`config.mk`:
```
export PLATFORM = sky130hd
export DESIGN_NAME = split_screen_address_select
export DESIGN_NICKNAME = d
export VERILOG_FILES = /design/src/inc/split_pkg.sv /design/src/logic/split_screen_address_select.sv /design/src/logic/split_line_counter.sv
export VERILOG_INCLUDE_DIRS = /design/src /design/src/inc
export SDC_FILE = /design/constraint.sdc
export NUM_CORES = 1
export LEC_CHECK = 0
export ABC_AREA = 1
export ABC_CLOCK_PERIOD_IN_PS = 3000
export BUFFER_PORTS_ARGS = -buffer_cell sky130_fd_sc_hd__clkbuf_2
export CAP_MARGIN = 20
export CORE_MARGIN = 3
export CORE_UTILIZATION = 50
export CTS_BUF_LIST = sky130_fd_sc_hd__clkbuf_4 sky130_fd_sc_hd__clkbuf_8 sky130_fd_sc_hd__clkbuf_16
export CTS_CLUSTER_SIZE = 25
export DETAILED_ROUTE_END_ITERATION = 12
export GPL_ROUTABILITY_DRIVEN = 0
export MAX_ROUTING_LAYER = met4
export PLACE_DENSITY_LB_ADDON = 0.05
export SLEW_MARGIN = 40
export SYNTH_ARGS = -nofsm -noshare
export SYNTH_HDL_FRONTEND = slang
export SYNTH_SLANG_ARGS = --single-unit
```
`constraint.sdc`:
```
create_clock -name aclk -period 3 [get_ports aclk]
set_clock_uncertainty 0.05 [all_clocks]
set_input_delay 0.15 -clock aclk [delete_from_list [all_inputs] [get_ports aclk]]
set_output_delay 0.15 -clock aclk [all_outputs]
set_load 0.01 [all_outputs]
```
`src/inc/split_defines.svh`:
```
// Register indices, field positions and reset values of the split-screen selector
`ifndef SPLIT_DEFINES_SVH
`define SPLIT_DEFINES_SVH

`define SS_IDX_S1_LO    6'h0C
`define SS_IDX_S1_MID   6'h0D
`define SS_IDX_S2_LO    6'h0E
`define SS_IDX_S2_MID   6'h0F
`define SS_IDX_S1_HI    6'h10
`define SS_IDX_H_LO     6'h13
`define SS_IDX_H_HI     6'h14
`define SS_IDX_S2_HI    6'h20
`define SS_IDX_CTRL     6'h21
`define SS_IDX_STATUS   6'h22

`define SS_ADDR_W       17
`define SS_LINE_W       10
`define SS_BYTE_RST     8'h00
`define SS_CTRL_RST     32'h00F0_0006
`define SS_CTRL_PORT    0
`define SS_CTRL_BPP_LO  1
`define SS_CTRL_BPP_HI  2
`define SS_CTRL_PL_LO   16
`define SS_CTRL_PL_HI   25
`define SS_STAT_SCR2    16
`define SS_STAT_PPW_LO  24
`define SS_STAT_PPW_HI  28

`define SS_RESP_OKAY    2'b00
`define SS_RESP_SLVERR  2'b10

`endif

```
`src/inc/split_pkg.sv`:
```
// Types shared by the split-screen selector
package split_pkg;

  typedef enum logic [1:0]
  {
    SCR_TOP    = 2'b01,
    SCR_BOTTOM = 2'b10
  } screen_t;

  typedef enum logic [1:0]
  {
    BPP_1 = 2'b00,
    BPP_2 = 2'b01,
    BPP_4 = 2'b10,
    BPP_8 = 2'b11
  } depth_t;

endpackage : split_pkg

```
`src/logic/split_screen_address_select.sv`:
```
// Split-screen refresh start address selection with AXI4-Lite registers
//
// Chosen here: the AXI4-Lite slave port.
`timescale 1ns/1ns
`include "split_defines.svh"

// What this block does
// - Height is low byte plus two-bit high part
// - Height at or above panel lines: screen 1
// - Lines before height fetch from screen-1 start
// - Lines after height fetch from screen-2 start
// - Screen 1 always on top, any addresses
// - Identical start addresses are accepted
// - Screen-2 start is 17 bits, three registers
// - Screen 2 starts next line, left-most pixel
// - Landscape start is a word offset
// - Portrait mode never uses screen 2
// - Split may fall on any panel line
// - Screen-1 start is 17 bits, three registers
// - Pixels per word 16, 8, 4, 2
module split_screen_address_select
  import split_pkg::*;
#(
  parameter int ADDR_W = `SS_ADDR_W
)
(
  input  wire logic              aclk,
  input  wire logic              aresetn,
  input  wire logic              ce,
  input  wire logic              s_axi_awvalid,
  output logic                   s_axi_awready,
  input  wire logic [7:0]        s_axi_awaddr,
  input  wire logic              s_axi_wvalid,
  output logic                   s_axi_wready,
  input  wire logic [31:0]       s_axi_wdata,
  input  wire logic [3:0]        s_axi_wstrb,
  output logic                   s_axi_bvalid,
  input  wire logic              s_axi_bready,
  output logic      [1:0]        s_axi_bresp,
  input  wire logic              s_axi_arvalid,
  output logic                   s_axi_arready,
  input  wire logic [7:0]        s_axi_araddr,
  output logic                   s_axi_rvalid,
  input  wire logic              s_axi_rready,
  output logic      [31:0]       s_axi_rdata,
  output logic      [1:0]        s_axi_rresp,
  input  wire logic              frame_start,
  input  wire logic              line_done,
  output logic      [ADDR_W-1:0] fetch_addr,
  output logic                   fetch_screen2,
  output logic      [4:0]        pixels_per_word
);

  initial
  begin
    if (ADDR_W != `SS_ADDR_W)
      $error("ADDR_W must be 17");
  end

  // Register file
  logic [7:0]  s1_lo, s1_mid, s2_lo, s2_mid, h_lo;
  logic        s1_hi, s2_hi;
  logic [1:0]  h_hi;
  logic [31:0] ctrl;
  logic [7:0]  next_s1_lo, next_s1_mid, next_s2_lo, next_s2_mid, next_h_lo;
  logic        next_s1_hi, next_s2_hi;
  logic [1:0]  next_h_hi;
  logic [31:0] next_ctrl;

  // Write channel state
  logic        aw_held, w_held, next_aw_held, next_w_held, next_bvalid;
  logic [5:0]  aw_idx, next_aw_idx;
  logic [31:0] w_data, next_w_data;
  logic        w_lane0, next_w_lane0;
  logic [1:0]  next_bresp;

  // Read channel state
  logic        next_rvalid;
  logic [31:0] next_rdata;
  logic [1:0]  next_rresp;

  // Derived values
  logic [`SS_LINE_W-1:0] height, panel_lines, line_count;
  logic [ADDR_W-1:0]     s1_addr, s2_addr, next_fetch_addr;
  logic                  portrait, next_fetch_screen2;
  depth_t                depth;
  screen_t               screen_sel;
  logic [4:0]            next_ppw;
  logic                  do_write;
  logic [5:0]            wr_idx;

  assign height      = {h_hi, h_lo};
  assign s1_addr     = {s1_hi, s1_mid, s1_lo};
  assign s2_addr     = {s2_hi, s2_mid, s2_lo};
  assign portrait    = ctrl[`SS_CTRL_PORT];
  assign depth       = depth_t'(ctrl[`SS_CTRL_BPP_HI:`SS_CTRL_BPP_LO]);
  assign panel_lines = ctrl[`SS_CTRL_PL_HI:`SS_CTRL_PL_LO];

  assign s_axi_awready = !aw_held && !s_axi_bvalid;
  assign s_axi_wready  = !w_held && !s_axi_bvalid;
  assign s_axi_arready = !s_axi_rvalid;

  assign do_write = (aw_held || s_axi_awvalid) && (w_held || s_axi_wvalid) && !s_axi_bvalid;
  assign wr_idx   = aw_held ? aw_idx : s_axi_awaddr[7:2];

  always_comb
  begin
    next_aw_held = aw_held;
    next_w_held  = w_held;
    next_aw_idx  = aw_idx;
    next_w_data  = w_data;
    next_w_lane0 = w_lane0;
    next_bvalid  = s_axi_bvalid;
    next_bresp   = s_axi_bresp;
    if (s_axi_awvalid && s_axi_awready)
    begin
      next_aw_held = 1'b1;
      next_aw_idx  = s_axi_awaddr[7:2];
    end
    if (s_axi_wvalid && s_axi_wready)
    begin
      next_w_held  = 1'b1;
      next_w_data  = s_axi_wdata;
      next_w_lane0 = s_axi_wstrb[0];
    end
    if (s_axi_bvalid && s_axi_bready)
      next_bvalid = 1'b0;
    if (do_write)
    begin
      next_aw_held = 1'b0;
      next_w_held  = 1'b0;
      next_bvalid  = 1'b1;
      case (wr_idx)
        `SS_IDX_S1_LO, `SS_IDX_S1_MID, `SS_IDX_S1_HI, `SS_IDX_S2_LO, `SS_IDX_S2_MID,
        `SS_IDX_S2_HI, `SS_IDX_H_LO, `SS_IDX_H_HI, `SS_IDX_CTRL, `SS_IDX_STATUS:
          next_bresp = `SS_RESP_OKAY;
        default:
          next_bresp = `SS_RESP_SLVERR;
      endcase
    end
  end

  // Register updates; byte lane 0 carries every register, control also lanes 2 and 3
  always_comb
  begin
    logic [31:0] wd;
    logic        l0;
    wd          = (w_held) ? w_data : s_axi_wdata;
    l0          = (w_held) ? w_lane0 : s_axi_wstrb[0];
    next_s1_lo  = s1_lo;
    next_s1_mid = s1_mid;
    next_s1_hi  = s1_hi;
    next_s2_lo  = s2_lo;
    next_s2_mid = s2_mid;
    next_s2_hi  = s2_hi;
    next_h_lo   = h_lo;
    next_h_hi   = h_hi;
    next_ctrl   = ctrl;
    if (do_write)
    begin
      case (wr_idx)
        `SS_IDX_S1_LO:  if (l0) next_s1_lo = wd[7:0];
        `SS_IDX_S1_MID: if (l0) next_s1_mid = wd[7:0];
        `SS_IDX_S1_HI:  if (l0) next_s1_hi = wd[0];
        `SS_IDX_S2_LO:  if (l0) next_s2_lo = wd[7:0];
        `SS_IDX_S2_MID: if (l0) next_s2_mid = wd[7:0];
        `SS_IDX_S2_HI:  if (l0) next_s2_hi = wd[0];
        `SS_IDX_H_LO:   if (l0) next_h_lo = wd[7:0];
        `SS_IDX_H_HI:   if (l0) next_h_hi = wd[1:0];
        `SS_IDX_CTRL:
        begin
          if (l0) next_ctrl[2:0] = wd[2:0];
          if (s_axi_wstrb[2] || w_held) next_ctrl[23:16] = wd[23:16];
          if (s_axi_wstrb[3] || w_held) next_ctrl[25:24] = wd[25:24];
        end
        default:        next_ctrl = ctrl;
      endcase
    end
  end

  always_comb
  begin
    next_rvalid = s_axi_rvalid;
    next_rdata  = s_axi_rdata;
    next_rresp  = s_axi_rresp;
    if (s_axi_rvalid && s_axi_rready)
      next_rvalid = 1'b0;
    if (s_axi_arvalid && s_axi_arready)
    begin
      next_rvalid = 1'b1;
      next_rresp  = `SS_RESP_OKAY;
      next_rdata  = 32'h0000_0000;
      case (s_axi_araddr[7:2])
        `SS_IDX_S1_LO:  next_rdata[7:0] = s1_lo;
        `SS_IDX_S1_MID: next_rdata[7:0] = s1_mid;
        `SS_IDX_S1_HI:  next_rdata[0] = s1_hi;
        `SS_IDX_S2_LO:  next_rdata[7:0] = s2_lo;
        `SS_IDX_S2_MID: next_rdata[7:0] = s2_mid;
        `SS_IDX_S2_HI:  next_rdata[0] = s2_hi;
        `SS_IDX_H_LO:   next_rdata[7:0] = h_lo;
        `SS_IDX_H_HI:   next_rdata[1:0] = h_hi;
        `SS_IDX_CTRL:   next_rdata = {6'h00, ctrl[25:0]};
        `SS_IDX_STATUS:
        begin
          next_rdata[`SS_LINE_W-1:0] = line_count;
          next_rdata[`SS_STAT_SCR2] = fetch_screen2;
          next_rdata[`SS_STAT_PPW_HI:`SS_STAT_PPW_LO] = pixels_per_word;
        end
        default:        next_rresp = `SS_RESP_SLVERR;
      endcase
    end
  end

  split_line_counter #(.LINE_W(`SS_LINE_W)) u_lines
  (
    .aclk        (aclk),
    .aresetn     (aresetn),
    .ce          (ce),
    .frame_start (frame_start),
    .line_done   (line_done),
    .height      (height),
    .panel_lines (panel_lines),
    .portrait    (portrait),
    .line_count  (line_count),
    .screen_sel  (screen_sel)
  );

  // Start address of the active region; same value in both is fine
  always_comb
  begin
    next_fetch_screen2 = (screen_sel == SCR_BOTTOM) && !portrait;
    next_fetch_addr    = next_fetch_screen2 ? s2_addr : s1_addr;
    case (depth)
      BPP_1:   next_ppw = 5'h10;
      BPP_2:   next_ppw = 5'h08;
      BPP_4:   next_ppw = 5'h04;
      BPP_8:   next_ppw = 5'h02;
      default: next_ppw = 5'h10;
    endcase
  end

  always_ff @(posedge aclk)
  begin
    if (!aresetn)
    begin
      s1_lo           <= `SS_BYTE_RST;
      s1_mid          <= `SS_BYTE_RST;
      s1_hi           <= 1'b0;
      s2_lo           <= `SS_BYTE_RST;
      s2_mid          <= `SS_BYTE_RST;
      s2_hi           <= 1'b0;
      h_lo            <= `SS_BYTE_RST;
      h_hi            <= 2'b00;
      ctrl            <= `SS_CTRL_RST;
      aw_held         <= 1'b0;
      w_held          <= 1'b0;
      aw_idx          <= 6'h00;
      w_data          <= 32'h0000_0000;
      w_lane0         <= 1'b0;
      s_axi_bvalid    <= 1'b0;
      s_axi_bresp     <= `SS_RESP_OKAY;
      s_axi_rvalid    <= 1'b0;
      s_axi_rdata     <= 32'h0000_0000;
      s_axi_rresp     <= `SS_RESP_OKAY;
      fetch_addr      <= '0;
      fetch_screen2   <= 1'b0;
      pixels_per_word <= 5'h10;
    end
    else if (ce)
    begin
      s1_lo           <= next_s1_lo;
      s1_mid          <= next_s1_mid;
      s1_hi           <= next_s1_hi;
      s2_lo           <= next_s2_lo;
      s2_mid          <= next_s2_mid;
      s2_hi           <= next_s2_hi;
      h_lo            <= next_h_lo;
      h_hi            <= next_h_hi;
      ctrl            <= next_ctrl;
      aw_held         <= next_aw_held;
      w_held          <= next_w_held;
      aw_idx          <= next_aw_idx;
      w_data          <= next_w_data;
      w_lane0         <= next_w_lane0;
      s_axi_bvalid    <= next_bvalid;
      s_axi_bresp     <= next_bresp;
      s_axi_rvalid    <= next_rvalid;
      s_axi_rdata     <= next_rdata;
      s_axi_rresp     <= next_rresp;
      fetch_addr      <= next_fetch_addr;
      fetch_screen2   <= next_fetch_screen2;
      pixels_per_word <= next_ppw;
    end
  end
endmodule : split_screen_address_select

```
`src/logic/split_line_counter.sv`:
```
// Scan-line counter and screen region selection
`timescale 1ns/1ns
`include "split_defines.svh"

module split_line_counter
  import split_pkg::*;
#(
  parameter int LINE_W = `SS_LINE_W
)
(
  input  wire logic              aclk,
  input  wire logic              aresetn,
  input  wire logic              ce,
  input  wire logic              frame_start,
  input  wire logic              line_done,
  input  wire logic [LINE_W-1:0] height,
  input  wire logic [LINE_W-1:0] panel_lines,
  input  wire logic              portrait,
  output logic      [LINE_W-1:0] line_count,
  output screen_t                screen_sel
);

  initial
  begin
    if (LINE_W < 1 || LINE_W > 16)
      $error("LINE_W out of range");
  end

  logic [LINE_W-1:0] next_line_count;
  screen_t           next_screen_sel;

  always_comb
  begin
    next_line_count = line_count;
    if (frame_start)
      next_line_count = '0;
    else if (line_done && line_count != {LINE_W{1'b1}})
      next_line_count = line_count + {{(LINE_W-1){1'b0}}, 1'b1};
    // Lower region only when landscape and the split falls on the panel
    if (!portrait && height < panel_lines && next_line_count >= height)
      next_screen_sel = SCR_BOTTOM;
    else
      next_screen_sel = SCR_TOP;
  end

  always_ff @(posedge aclk)
  begin
    if (!aresetn)
    begin
      line_count <= '0;
      screen_sel <= SCR_TOP;
    end
    else if (ce)
    begin
      line_count <= next_line_count;
      screen_sel <= next_screen_sel;
    end
  end

endmodule : split_line_counter

```
==> qor.csv <==
stage,metric,value,unit
status,status,finished clean,
placement,io_buffer_count,94,
power,vdd_drop_max,394,uV
die,io_pins,126,
logic_synthesis,synth_top_flop_cell,dfxtp_1,
global_routing,antenna_found_initial,0,
placement,pre_cts_ws,0.332,ns
clocking,htreeDepth,4,
logic_synthesis,synth_edf_count,0,
sta,min_period,2.69,ns
drt,vias,7243,
die,die-area,16600,um^2
critical_path,path_max_fanout,12,
final_layout,layout-drive-gt1-share,0.150,
logic_synthesis,yosys_warnings,0,
final_layout,layout_common_cells,"nand2_1 (251), nor2_1 (201), dfxtp_1 (144)",
die,rows,44,
final_layout,layout_commonest_cell,nand2_1,
flow_run,drv_cap,0,
final_layout,diodes,0,
min_path,hold_class,in2reg,
drt,wl_per_cell,14.0,um
drt,drtPass1Iterations,5,
clocking,cts.path.max_buffers,2,
critical_path,r2r_cells,19,
clocking,cts_root_buffer,clkbuf_16,
logic_synthesis,postSynth.asyncResetShare,0,
final_layout,area_growth,19.0,%
sta,max-slew-margin-rel,0.447,
critical_path,cp-end-kind,register,
global_routing,grt_max_degree,120,
sta,setup_ws,0.306,ns
min_path,holdPathStages,3,
critical_path,crit_type,reg2reg,
logic_synthesis,yosysUniqueCellTypes,39,
sta,finalCritPeriodShare,0.898,
logic_synthesis,synth_top_cell_by_area,dfxtp_1,
logic_synthesis,synthTopCellsByArea,"dfxtp_1 (38%), nand2_1 (12%), nor2_1 (10%)",
drt,wirelength,20200,um
global_routing,grt_pass1_vias,6762,
sta,hold_viol_final,0,
critical_path,required,3.23,ns
drt,postRouteAntennaNets,0,
placement,placed_area,8100,um^2
power,p_total,0.00487,W
global_routing,grt_first_pass_wirelength,33200,um
drt,viasPerCell,5.04,
final_layout,design_area,9000,um^2
sta,max_freq,371,MHz
clocking,cts.sinks,145,
logic_synthesis,synth_top_cell_area_share,0.384,
die,die_w,129,um
sta,slew_viol_final,0,
clocking,clkLatencyLatePin,0.42,ns
sta,tns,0,ns
sta,worst_pin_slew,0.830,ns
global_routing,grt_overflow_total,0,
critical_path,worst_setup_path_start_kind,register,
logic_synthesis,synth_area,7560,um^2
logic_synthesis,yosys_register_bits,145,
logic_synthesis,yosysSeqAreaShare,0.384,
die,coreArea,14600,um^2
final_layout,fin_nets,1323,
drt,drc,0,
critical_path,arrival,2.93,ns
clocking,cts-buffers-inserted,17,
logic_synthesis,synthCells,1138,
critical_path,reg2reg_slack,0.31,ns
clocking,path_clk_slew,0.06,ns
power,pwr_density_cell,541,nW/um^2
clocking,cts_setup_buffers,0,
sta,setup_viol,0,
global_routing,grt.total_usage,0.256,
power,power_leakage,4.19,nW
placement,place.detailed.hpwl,14300,um
die,fp.dieH,129,um
logic_synthesis,syn_area_per_cell,6.65,um^2
sta,grt_setup_unrepaired,false,
die,start_util,0.517,
clocking,cts_tree,done,
sta,whs,0.0268,ns
drt,drt_iter0_markers,676,
[critical path, stage by stage, from the launching register on]
cell and delay, ns:
dfxtp_1 0.41, ha_1 0.22, nand2_1 0.09, nor2_2 0.17, nand3_1 0.15, nand2_4 0.13
inv_2 0.11, nand2_1 0.08, nand2_1 0.05, nand3_1 0.10, inv_1 0.07, ha_1 0.29
nand2_1 0.12, inv_1 0.05, nand2_1 0.06, nand2_1 0.05, nand2_1 0.06, nand4_1 0.12
nand3_1 0.12, a21oi_1 0.08
[through the flow]
step	std cells	util
after floorplan	1149	-
after global placement	1380	0.552
after detailed placement	1380	0.553
after CTS	1438	0.614
after global routing	1438	0.615
final	1438	0.615
[metal layers]
layer,wire (um),up-vias,share of wire,track usage
li1,-,3817,-,-
met2,8990,187,0.45,0.391
met5,0,-,0,-
met1,9900,3212,0.49,0.354
met4,289,0,0.014,0.0710
met3,1000,27,0.050,0.0365
[logic make-up (layout without fill, tap and decap cells)]
logic type | count (synthesis) | after routing | share of synthesized area
fa+ha+maj | 20 | 20 | 0.0331
other cells | 1 | 12 | 0.000496
compound gates | 210 | 210 | 0.150
simple gates | 573 | 573 | 0.325
buf+inv | 189 | 294 | 0.108
flops | 145 | 145 | 0.384
[synth_stat cells, types with 2 or more instances]
| library cell | n |
|---|---|
| o21ai_1 | 15 |
| nand2_4 | 7 |
| inv_1 | 119 |
| buf_2 | 6 |
| nand3_2 | 3 |
| nor3_1 | 3 |
| a21oi_1 | 69 |
| buf_6 | 3 |
| o211ai_1 | 21 |
| nand3_1 | 71 |
| nor2_4 | 5 |
| nand4_1 | 8 |
| nand3b_1 | 2 |
| buf_4 | 13 |
| nor2_2 | 11 |
| nand2_1 | 251 |
| clkinv_4 | 3 |
| buf_1 | 6 |
| ha_1 | 20 |
| nor2_1 | 201 |
| o21ai_4 | 2 |
| dfxtp_1 | 145 |
| clkinv_1 | 3 |
| nand2_2 | 6 |
| o21ai_0 | 100 |
| clkbuf_1 | 26 |
| inv_2 | 7 |
[sequential cells by signal (all words and copies together) (netlist names), 8 cells and up]
| name | cells |
|---|---|
| s2_lo | 8 |
| s1_mid | 8 |
| ctrl | 13 |
| u_lines.line_count | 10 |
| h_lo | 8 |
| w_data | 18 |
| s_axi_rdata | 23 |
| s1_lo | 8 |
| fetch_addr | 17 |
| s2_mid | 8 |
[cell type report]
class                           count  area, um^2
Inverter                          135         534
Sequential cell                   145        2900
Clock inverter                      7         120
Fill cell                        1417        5640
Tap cell                          184         230
Multi-Input combinational cell    815        3890
Clock buffer                       25         523
Timing Repair Buffer              127         800
[power by group]
group          internal (W)  switching [W]  total, W
logic              0.000188       0.000354  0.000542
clock network       0.00146       0.000822   0.00229
registers           0.00200      0.0000478   0.00205
total               0.00365        0.00122   0.00487
[repair_timing]
item | 4_1_cts | 5_1_grt
hold endpoints to repair | 29 | 0
gates resized for setup | 0 | 2
hold buffers | 26 | 0
setup endpoints to repair | 0 | 2
[worst paths after layout]
check                           to                  start
max reg2reg  u_lines.screen_sel[1]  u_lines.line_count[1]
min reg2reg        s_axi_rdata[24]               ctrl[24]
max          u_lines.screen_sel[1]  u_lines.line_count[1]
min                      aw_idx[4]        s_axi_awaddr[6]
Note: power is estimated with default switching activity, not from simulation.
